### src/common/corner_turn_pkg.sv
// Constants, mode encoding and carrier types for the 8x8 corner-turn converter
package corner_turn_pkg;

   // Array geometry: rows equal columns equal word width
   localparam int ARRAY_DIM   = 8;
   localparam int CNT_W       = 3;
   // Divide-by-eight phase counter
   localparam logic [CNT_W-1:0] CNT_RESET = 3'h0;
   localparam logic [CNT_W-1:0] CNT_LAST  = 3'h7;
   localparam logic [CNT_W-1:0] CNT_ONE   = 3'h1;
   // Cell reset value, one row at a time
   localparam logic [ARRAY_DIM-1:0] ROW_RESET = 8'h00;
   // Field positions inside the outgoing word
   localparam int WORD_BITS_LSB = 0;
   localparam int WORD_SRC_POS  = ARRAY_DIM;

   typedef enum logic {
      ROW_SHIFT_MODE    = 1'b0,
      COLUMN_SHIFT_MODE = 1'b1
   } mode_t;

   typedef logic [ARRAY_DIM-1:0]                 row_t;
   typedef logic [ARRAY_DIM-1:0][ARRAY_DIM-1:0]  cells_t;

   // One word leaving the array; from_bottom set when it left the bottom row
   typedef struct packed {
      logic                 from_bottom;
      logic [ARRAY_DIM-1:0] bits;
   } word_t;

   localparam word_t WORD_RESET = '{from_bottom: 1'b0, bits: 8'h00};

endpackage : corner_turn_pkg

### src/hw/corner_turn.sv
// 8x8 two-dimensional shift array turning serial streams into words and back
//
// Contract
// [RULE_01] Sixty-four cells in eight rows and eight columns share one clock with no extra cells.
// [RULE_02] In row shift mode each cell takes its left neighbour, moving rows right by one.
// [RULE_03] In column shift mode each cell takes the cell above, moving columns down by one.
// [RULE_04] The first eight steps of a cycle are row shifts taking one serial stream per row.
// [RULE_05] The next eight steps are column shifts, one eight-bit word leaving per step.
// [RULE_06] New data enters one edge on the same steps that old data leaves the opposite edge.
// [RULE_07] After eight column steps the mode returns to row shift, old data leaving on the right.
// [RULE_08] The mode comes from a free-running divide-by-eight counter that toggles it every eight; here the counter steps only on advance.
// [RULE_09] The same array converts parallel words back into eight serial streams.
// [RULE_10] The outside merges the bottom-row and right-column outputs, each valid in its phase.
// [RULE_11] After reset the counter starts at zero in row shift mode for the first input block.
`timescale 1ns/100ps

module corner_turn (
   // Clock, reset and enable
   input  wire logic                                  sys_clk,
   input  wire logic                                  reset_n,
   input  wire logic                                  clk_en,
   // Input side: one bit per row, or one word across the columns
   input  wire logic [corner_turn_pkg::ARRAY_DIM-1:0] din,
   input  wire logic                                  in_valid,
   output      logic                                  in_ready,
   // Raw array edges
   output      logic [corner_turn_pkg::ARRAY_DIM-1:0] right_bits,
   output      logic [corner_turn_pkg::ARRAY_DIM-1:0] bottom_bits,
   output      corner_turn_pkg::mode_t                mode,
   // Buffered merged output
   output      corner_turn_pkg::word_t                out_word,
   output      logic                                  out_valid,
   input  wire logic                                  out_ready
);

   corner_turn_pkg::cells_t                  cell_reg;
   corner_turn_pkg::cells_t                  cell_next;
   logic [corner_turn_pkg::CNT_W-1:0]        cnt_reg;
   corner_turn_pkg::mode_t                   mode_reg;
   logic                                     primed_reg;
   corner_turn_pkg::word_t                   out_reg;
   logic                                     out_valid_reg;
   corner_turn_pkg::word_t                   skid_reg;
   logic                                     skid_valid_reg;
   logic                                     in_ready_reg;

   logic                                     advance;
   logic                                     wrap;
   logic                                     push;
   logic                                     out_load;
   logic                                     skid_valid_next;
   corner_turn_pkg::word_t                   leaving;

   function automatic corner_turn_pkg::row_t right_column(input corner_turn_pkg::cells_t c);
      corner_turn_pkg::row_t r;
      r = corner_turn_pkg::ROW_RESET;
      for (int i = 0; i < corner_turn_pkg::ARRAY_DIM; i++) begin
         r[i] = c[i][corner_turn_pkg::ARRAY_DIM-1];
      end
      return r;
   endfunction : right_column

   // The array only steps when a word is offered and the buffer has room
   assign advance  = clk_en & in_valid & in_ready_reg;
   assign wrap     = advance & (cnt_reg == corner_turn_pkg::CNT_LAST);
   // Reset contents leaving during the very first phase are not data
   assign push     = advance & primed_reg;
   assign out_load = ~out_valid_reg | out_ready;
   assign skid_valid_next = ~out_load & (skid_valid_reg | push);

   assign leaving.from_bottom = (mode_reg == corner_turn_pkg::COLUMN_SHIFT_MODE);
   assign leaving.bits        = leaving.from_bottom ?
                                cell_reg[corner_turn_pkg::ARRAY_DIM-1] : right_column(cell_reg);

   // Next array contents, one shift direction per mode
   always_comb begin
      cell_next = cell_reg;
      for (int r = 0; r < corner_turn_pkg::ARRAY_DIM; r++) begin
         if (mode_reg == corner_turn_pkg::ROW_SHIFT_MODE) begin
            cell_next[r] = {cell_reg[r][corner_turn_pkg::ARRAY_DIM-2:0], din[r]}; // RULE_02
         end else if (r == 0) begin
            cell_next[r] = din; // RULE_09
         end else begin
            cell_next[r] = cell_reg[r-1]; // RULE_03
         end
      end
   end

   always_ff @(posedge sys_clk or negedge reset_n) begin
      if (!reset_n) begin
         cell_reg <= {corner_turn_pkg::ARRAY_DIM{corner_turn_pkg::ROW_RESET}};
      end else if (advance) begin
         cell_reg <= cell_next; // RULE_01 RULE_06
      end
   end

   // Phase counter and mode
   always_ff @(posedge sys_clk or negedge reset_n) begin
      if (!reset_n) begin
         cnt_reg    <= corner_turn_pkg::CNT_RESET; // RULE_11
         mode_reg   <= corner_turn_pkg::ROW_SHIFT_MODE; // RULE_11
         primed_reg <= 1'b0;
      end else if (advance) begin
         cnt_reg <= cnt_reg + corner_turn_pkg::CNT_ONE; // RULE_08
         if (wrap) begin
            primed_reg <= 1'b1;
            case (mode_reg)
               corner_turn_pkg::ROW_SHIFT_MODE:    mode_reg <= corner_turn_pkg::COLUMN_SHIFT_MODE; // RULE_04 RULE_05
               corner_turn_pkg::COLUMN_SHIFT_MODE: mode_reg <= corner_turn_pkg::ROW_SHIFT_MODE; // RULE_07
               default:                            mode_reg <= corner_turn_pkg::ROW_SHIFT_MODE;
            endcase
         end
      end
   end

   // Two-entry skid buffer: output stage plus one spare word
   always_ff @(posedge sys_clk or negedge reset_n) begin
      if (!reset_n) begin
         out_reg        <= corner_turn_pkg::WORD_RESET;
         out_valid_reg  <= 1'b0;
         skid_reg       <= corner_turn_pkg::WORD_RESET;
         skid_valid_reg <= 1'b0;
         in_ready_reg   <= 1'b1;
      end else if (clk_en) begin
         if (out_load) begin
            out_valid_reg <= skid_valid_reg | push;
            out_reg       <= skid_valid_reg ? skid_reg : leaving;
         end
         if (push && !out_load) begin
            skid_reg <= leaving;
         end
         skid_valid_reg <= skid_valid_next;
         in_ready_reg   <= ~skid_valid_next;
      end
   end

   assign in_ready    = in_ready_reg;
   assign right_bits  = right_column(cell_reg); // RULE_10
   assign bottom_bits = cell_reg[corner_turn_pkg::ARRAY_DIM-1]; // RULE_10
   assign mode        = mode_reg;
   assign out_word    = out_reg;
   assign out_valid   = out_valid_reg;
endmodule : corner_turn

### config.mk
export PLATFORM = sky130hd
export DESIGN_NAME = corner_turn
export DESIGN_NICKNAME = d
export VERILOG_FILES = /design/src/common/corner_turn_pkg.sv /design/src/hw/corner_turn.sv
export SDC_FILE = /design/constraint.sdc
export NUM_CORES = 1
export LEC_CHECK = 0
export BUFFER_PORTS_ARGS = -buffer_cell sky130_fd_sc_hd__buf_2
export CORE_MARGIN = 2
export CORE_UTILIZATION = 53
export CTS_CLUSTER_DIAMETER = 30
export DETAILED_ROUTE_END_ITERATION = 12
export PLACE_DENSITY_LB_ADDON = 0.3
export SYNTH_ARGS = -nofsm -noshare
export SYNTH_HDL_FRONTEND = slang
export SYNTH_SLANG_ARGS = --single-unit
### constraint.sdc
create_clock -name sys_clk -period 1.7 [get_ports sys_clk]
set_clock_uncertainty 0.05 [all_clocks]
set_input_delay 0.34 -clock sys_clk [delete_from_list [all_inputs] [get_ports sys_clk]]
set_output_delay 0.34 -clock sys_clk [all_outputs]
set_load 0.005 [all_outputs]
Word-level counts from Yosys, hierarchy flattened
Cells that the tools add are included.
- $add $sub $neg: 1
- multiply operators: 0
- divide/modulo/power cells: 0
- order comparisons: 0
- eq/ne operators: 1
- shift-type cells: 0
- mux-type cells: 11
- bitwise logic cells: 11
- reductions and logical operators: 5
- operator list (operator ; number):
    8-bit two-way mux ; 8
    9-bit two-way mux ; 1
    7-bit two-way mux ; 1
    2-bit AND reduction ; 3
    1-bit AND ; 5
    1-bit inverter ; 4
    3-bit by 1-bit adder with 3-bit output (second input constant) ; 1
    3-bit equality test (second input constant) ; 1
    1-bit OR ; 2
    1-bit one-hot mux with 2 select lines ; 1
    1-bit logical AND ; 1
    1-bit zero test ; 1
- bits in registers: 90
- latch bits: 0
- memory bits (writable): 0
- bits in read-only memories: 0
- input bits: 13
- memories kept: 0

Longest topological paths before layout
Gate-level depths: netlist of the first run.
- depth in word-level cells: 6
- depth in mapped cells: 5

Least setup slack after synthesis of the first run
Ideal clock, no wire load.
- kind: reg2reg
- start: register in_ready_reg (netlist: in_ready)
- end: register skid_reg[0] in the netlist's numbering
- arrival time: 1.527 ns
- slack: -0.002 ns
- stages on the path, launching flop included: 5
- path buffers: 1
- period minus slack after synthesis: 1.702 ns
- cells stage by stage: dfstp_2 nand3_2 buf_6 nor3_4 mux2_2
- longest elaborated chain between the ends: 4
- RTL lines (item ; RTL line ; source):
    start: declaration ; corner_turn.sv:45 ; logic in_ready_reg;
    start signal: assignment ; corner_turn.sv:133 ; in_ready_reg <= ~skid_valid_next;
    1-bit AND ; corner_turn.sv:64 ; assign advance = clk_en & in_valid & in_ready_reg;
    1-bit AND ; corner_turn.sv:67 ; assign push = advance & primed_reg;
    1-bit logical AND ; corner_turn.sv:129 ; if (push && !out_load) begin
    2-bit AND reduction (no line) ; n/a ;
    end signal: assignment ; corner_turn.sv:121 ; skid_reg <= corner_turn_pkg::WORD_RESET;
    end signal: assignment ; corner_turn.sv:130 ; skid_reg <= leaving;
    end: declaration ; corner_turn.sv:43 ; corner_turn_pkg::word_t skid_reg;
Every way passes these cells.
A chain may end at the register's enable or synchronous reset.

Worst setup path in the final report of the first run
- start: register mode_reg (netlist: mode)
- end: output port mode
- RTL lines (item ; RTL line ; source):
    start: declaration ; corner_turn.sv:39 ; corner_turn_pkg::mode_t mode_reg;
    start signal: assignment ; corner_turn.sv:101 ; mode_reg <= corner_turn_pkg::ROW_SHIFT_MODE;
    start signal: assignment ; corner_turn.sv:108 ; corner_turn_pkg::ROW_SHIFT_MODE: mode_reg <= corner_turn_pkg::COLUMN_SHIFT_MODE;
    start signal: assignment ; corner_turn.sv:109 ; corner_turn_pkg::COLUMN_SHIFT_MODE: mode_reg <= corner_turn_pkg::ROW_SHIFT_MODE;
    end: declaration ; corner_turn.sv:29 ; output corner_turn_pkg::mode_t mode,
No word-level cell between the ends.

==> impl_metrics.env, run 1 <==
export IMPL_status="complete, no violations"
export IMPL_drt_total_wl_um=7520
export IMPL_ys_ff_latch=90
export IMPL_period_needed_ns=1.65
export IMPL_cts_sinks=90
export IMPL_worst_pin_slew_ns=0.530
export IMPL_fin_nets=416
export IMPL_netSwitchingPower_uw=2660
export IMPL_grt_util_met2_pct=32.3
export IMPL_synthCells=377
export IMPL_routed_via_count=2663
export IMPL_final_util_pct=61.0
export IMPL_die_w_um=93.3
export IMPL_setup_worst_path_class="reg2out"
export IMPL_cts_setup_buffers=0
export IMPL_area_delta_synth_final_pct=11.6
export IMPL_achievable_frequency_ghz=0.605
export IMPL_met1_usage_pct=23.7
export IMPL_whs_path_depth=2
export IMPL_core_area_mm2=0.00773
export IMPL_hpwlAfterDp_um=5130
export IMPL_seqPwrFrac_pct=47.9
export IMPL_via_per_inst=5.25
export IMPL_rr_worst_depth=3
export IMPL_drtIter0Drc=74
export IMPL_rsz0062_at_grt="false"
export IMPL_p_leak_uw=0.00227
export IMPL_drt_first_pass_iters=4
export IMPL_path_max_fanout=21
export IMPL_antenna_found_initial=0
export IMPL_place_congestion=0.749
export IMPL_port_buffers=40
export IMPL_drc=0
export IMPL_drv_slew=0
export IMPL_top_usage_layer="met2"
export IMPL_grt_pass1_wl_um=12700
export IMPL_combPwrFrac_pct=34.5
export IMPL_internal_power_uw=5250
export IMPL_synth_distinct_cells=23
export IMPL_cp_required_ns=1.31
export IMPL_post_drt_wl_per_cell_um=14.8
export IMPL_power_density_mw_per_mm2=1680
export IMPL_whs_ns=0.169
export IMPL_gr_total_overflow=0
export IMPL_met3_usage_pct=5.40
export IMPL_clk_pin_slew_ns=0.08
export IMPL_avgSynthCellArea_um2=11.2
export IMPL_worstSkewPairLatency_ns=0.35
export IMPL_finalCritPeriodShare_pct=97.2
export IMPL_arrival_ns=1.26
export IMPL_relSlewSlack_pct=64.7
export IMPL_start_util_pct=54.7
export IMPL_hp_class="in2reg"
export IMPL_cts_max_level=3
export IMPL_cp_end_kind="output pin"
export IMPL_ir_worst_vdd_mv=0.747
export IMPL_die_area_mm2=0.00870
export IMPL_antennaDiodeCount=0
export IMPL_hold_viol=0
export IMPL_grtUsageTotal_pct=18.9
export IMPL_largest_register_ffs=49
export IMPL_startpoint_type="flop"
export IMPL_syn_area_mm2=0.00422
export IMPL_drive_above_1_share_pct=25.7
export IMPL_clockBufferDepth=2
export IMPL_grt_max_degree=74
export IMPL_dp_cells=490
export IMPL_fin_tns_setup_ns=0
export IMPL_fin_cells=507
export IMPL_rows=32
export IMPL_dieHeight_um=93.3
export IMPL_ant_nets=0
export IMPL_ys_seq_area_share_pct=53.3
export IMPL_synthesis_nets=392
export IMPL_power_uw=7910
export IMPL_io_pins=41
export IMPL_maxCapViolCount=0
export IMPL_swShare_pct=33.6
export IMPL_grt_pass1_vias=2624
export IMPL_ys_warn_count=0
export IMPL_numCtsBuffers=9
export IMPL_setup_viol=0
export IMPL_cts_root_buf="clkbuf_8"
export IMPL_cts_tree="yes"
export IMPL_p_clk_share_pct=17.6
power by group through the flow:
stage                     Combinational, uW  Clock, uW  Sequential, uW
final                                  2730       1400            3790
after global routing                   3060       1520            3920
after CTS                              2770       1430            3800
after detailed placement               2640          0            3840
after global placement                 2530          0            3790
after floorplan                        2260          0            3550
synthesized netlist by cell type:
cell / count / share of area (%)
o21a_1: 1 / 0.18
inv_1: 2 / 0.18
dfstp_2: 1 / 0.62
buf_4: 19 / 3.4
ha_1: 2 / 0.59
clkbuf_1: 16 / 1.4
o21ai_0: 63 / 7.5
a22o_1: 1 / 0.21
nand4_1: 1 / 0.15
a31o_2: 1 / 0.21
nand2b_1: 1 / 0.15
mux2i_1: 65 / 15
a21oi_1: 2 / 0.24
buf_2: 5 / 0.59
nand2_1: 66 / 5.9
buf_6: 1 / 0.27
a31oi_1: 3 / 0.44
nand3_2: 1 / 0.24
nor3_4: 1 / 0.39
xnor2_1: 2 / 0.41
nor2_1: 1 / 0.089
dfrtp_1: 89 / 53
mux2_2: 33 / 8.8
stage by stage:
| stage | worst slack (ns) | instance area, um2 |
|---|---|---|
| floorplan | -0.00208 | 4220 |
| global placement | 0.166 | 4480 |
| detailed placement | 0.140 | 4480 |
| CTS | 0.0268 | 4710 |
| global route | 0.000284 | 4710 |
| finish | 0.0474 | 4710 |
cell usage in the layout, fill, tap and decap left out:
cell           instances
o21a_1                 1
buf_16                 1
mux2i_1               65
bufinv_16              1
mux2_2                33
o21ai_0               63
nor3_4                 1
nand2b_1               1
bufbuf_16              1
a31oi_1                3
dfrtp_4                1
inv_1                  2
dfrtp_1               88
nand2_1               66
dlygate4sd3_1          1
ha_1                   2
clkbuf_1               2
nand4_1                1
clkbuf_8              10
buf_12                 4
buf_2                 39
xnor2_1                2
buf_4                  8
clkinv_2               2
nand3_4                1
dfstp_2                1
a31o_2                 1
a21oi_1                2
a22o_1                 1
nor2_1                 1
cell type report:
class / instances / area, um2
Clock buffer: 12 / 145
Clock inverter: 3 / 40.0
Fill cell: 652 / 3010
Inverter: 2 / 7.51
Multi-Input combinational cell: 244 / 1730
Sequential cell: 90 / 2260
Tap cell: 102 / 128
Timing Repair Buffer: 54 / 405
worst paths after layout:
kind | start | end | slack (ns)
setup / recovery | mode | mode | 0.05
hold / removal | din[0] | cell_reg[0] | 0.17
setup reg to reg | mode | out_word[0] | 0.10
hold reg to reg | cnt_reg[0] | cnt_reg[0] | 0.43
max in group asynchronous | reset_n | in_ready | 0.60
min in group asynchronous | reset_n | cell_reg[53] | 0.42
timing repair:
action                                  4_1_cts  5_1_grt
endpoints found under the setup margin        1        0
hold buffers                                  1        0
resized for setup                             1        0
endpoints found under the hold margin        29        0
kinds of logic after synthesis:
| group | count (synthesis) | synth area share (%) |
|---|---|---|
| DFF | 90 | 53.3 |
| and+or+nand+nor | 71 | 6.87 |
| buffers and inverters | 43 | 5.84 |
| muxes | 98 | 24.2 |
| AOI/OAI and AO/OA | 71 | 8.74 |
| adders and majority gates | 2 | 0.592 |
| xor gates and xnor gates | 2 | 0.415 |
routing by layer:
layer / up-vias / share of wire, %
met5: - / 0
met4: 0 / 0.82
met3: 5 / 3.2
met2: 40 / 51
met1: 1277 / 45
li1: 1341 / -
critical path, cell delays in order (launching register included):
cell	delay, ns
dfrtp_4	0.57
buf_16	0.20
buf_2	0.14
No activity file was read; power rests on OpenSTA's default activity.
==> inputs of run 2 (changes only) <==
--- a/config.mk
+++ b/config.mk
@@ -6,6 +6,7 @@
 export NUM_CORES = 1
 export LEC_CHECK = 0
 export BUFFER_PORTS_ARGS = -buffer_cell sky130_fd_sc_hd__buf_2
+export CORE_ASPECT_RATIO = 0.75
 export CORE_MARGIN = 2
 export CORE_UTILIZATION = 53
 export CTS_CLUSTER_DIAMETER = 30
@@ -14,3 +15,4 @@
 export SYNTH_ARGS = -nofsm -noshare
 export SYNTH_HDL_FRONTEND = slang
 export SYNTH_SLANG_ARGS = --single-unit
+export TNS_END_PERCENT = 50
==> run 2 against run 1 <==
Net effect:
- combinational power up 5%
- first-iteration DRC count up 23%
- flip-flop and latch count unchanged
- register-to-register slack worse by 0.05 ns
- critical path depth up 2
- sequential share of layout area down 0.89 points
- fmax about the same
- clock power up 11%
- die area about the same
- hold slack better by 0.018 ns
- setup slack worse by 0.0015 ns
- sequential power about the same
- critical path type is now reg2reg
- highest routed layer unchanged
==> impl_metrics.env, run 2 (same netlist as run 1, synthesis figures left out) <==
export IMPL_drtIter0Drc=91
export IMPL_io_pins=41
export IMPL_start_util_pct=54.1
export IMPL_path_max_fanout=11
export IMPL_rows=28
export IMPL_p_leak_uw=0.00230
export IMPL_relSlewSlack_pct=63.2
export IMPL_ant_nets=0
export IMPL_fin_tns_setup_ns=0
export IMPL_power_density_mw_per_mm2=1710
export IMPL_grt_pass1_wl_um=13100
export IMPL_arrival_ns=1.83
export IMPL_cts_sinks=90
export IMPL_status="complete, no violations"
export IMPL_antenna_found_initial=0
export IMPL_drt_total_wl_um=7760
export IMPL_whs_ns=0.187
export IMPL_cts_max_level=3
export IMPL_worstSkewPairLatency_ns=0.35
export IMPL_maxCapViolCount=0
export IMPL_setup_worst_path_class="reg2reg"
export IMPL_cp_required_ns=1.88
export IMPL_drc=0
export IMPL_grt_pass1_vias=2632
export IMPL_layout_commonest_cell="dfrtp_1"
export IMPL_die_w_um=107
export IMPL_clk_pin_slew_ns=0.09
export IMPL_worst_pin_slew_ns=0.551
export IMPL_numCtsBuffers=9
export IMPL_setup_ws_ns=0.0458
export IMPL_grt_max_degree=58
export IMPL_startpoint_type="flop"
export IMPL_hpwlAfterDp_um=5150
export IMPL_clockBufferDepth=2
export IMPL_die_area_mm2=0.00871
export IMPL_critPathSlowestCell="dfrtp_4"
export IMPL_final_util_pct=61.5
export IMPL_post_drt_wl_per_cell_um=15.1
export IMPL_hold_viol=0
export IMPL_grtUsageTotal_pct=19.5
export IMPL_fin_nets=420
export IMPL_cpPeakStageDelay_ns=0.53
export IMPL_gr_total_overflow=0
export IMPL_largest_register_ffs=49
export IMPL_core_area_mm2=0.00781
export IMPL_cp_end_kind="flop"
export IMPL_finalCritPeriodShare_pct=97.3
export IMPL_period_needed_ns=1.65
export IMPL_routed_via_count=2708
export IMPL_setup_viol=0
export IMPL_place_congestion=0.730
export IMPL_via_per_inst=5.27
export IMPL_cts_tree="yes"
export IMPL_critical_path_cell_chain="buf_12 -> mux2_2 -> mux2_2 -> mux2_2"
export IMPL_multi_input_area_mm2=0.00173
export IMPL_achievable_frequency_ghz=0.605
export IMPL_drv_slew=0
export IMPL_hp_class="in2reg"
export IMPL_placed_area_mm2=0.00450
export IMPL_ir_worst_vdd_mv=0.701
export IMPL_seqCellArea_mm2=0.00226
export IMPL_cts_root_buf="clkbuf_8"
export IMPL_cp_common_cell="mux2_2"
export IMPL_fill_cells=633
export IMPL_area_delta_synth_final_pct=13.7
export IMPL_port_buffers=40
export IMPL_drt_first_pass_iters=6
export IMPL_final_cell_area_mm2=0.00480
export IMPL_antennaDiodeCount=0
export IMPL_final_cell_mix="88 x dfrtp_1, 66 x nand2_1, 65 x mux2i_1, 63 x o21ai_0, 39 x buf_2"
export IMPL_dieHeight_um=81.3
export IMPL_dp_slack_ns=0.0545
export IMPL_rsz0062_at_grt="false"
export IMPL_drive_above_1_share_pct=26.9
==> run 2: timing repair <==
action | in CTS | in global routing
gates resized for setup | 1 | 0
setup buffers | 4 | 0
endpoints found under the hold margin | 26 | 0
hold buffers | 1 | 0
endpoints found under the setup margin | 1 | 0
==> run 2: through the flow <==
step | total power (uW) | cells
floorplan | 5810 | 377
global placement | 6340 | 493
detailed placement | 6480 | 493
CTS | 8290 | 514
global route | 8840 | 514
finish | 8210 | 514
==> run 2: worst paths after layout <==
check / start / to / slack (ns) / cells after the start
max reg2reg: mode / out_word[6] / 0.05 / 4
min reg2reg: cnt_reg[0] / cnt_reg[0] / 0.45 / 1
min: din[0] / cell_reg[0] / 0.19 / 2
max: mode / out_word[6] / 0.05 / 4
min in group asynchronous: reset_n / cell_reg[16] / 0.40 / 2
max in group asynchronous: reset_n / skid_reg[4] / 0.60 / 3
==> run 2: power breakdown <==
part           switching [uW]  internal (uW)
sequential                749           3030
combinational            1270           1610
clock                     736            825
==> run 2: layout make-up <==
type / count / share of cell area [%]
repair buffers: 58 / 9.59
clock inverters: 6 / 1.90
multi-input cells: 244 / 36.1
clock buffers: 9 / 2.58
well taps: 105 / 2.74
flip-flops and latches: 90 / 47.0
inverters: 2 / 0.156
==> run 2: critical path, delay by kind of cell (launching register included) <==
| kind | cells | cell delay (ns) |
|---|---|---|
| buffers and inverters | 1 | 0.16 |
| multiplexers | 3 | 0.81 |
| flip-flops | 1 | 0.53 |
==> run 2: layer usage <==
metal  part of all wire, %  GRT usage [%]  up-vias
li1                      -              -     1340
met1                    51           27.9     1327
met2                    46           30.4       36
met3                   2.8           4.57        5
met4                  0.52           4.42        0
met5                     0              0        -
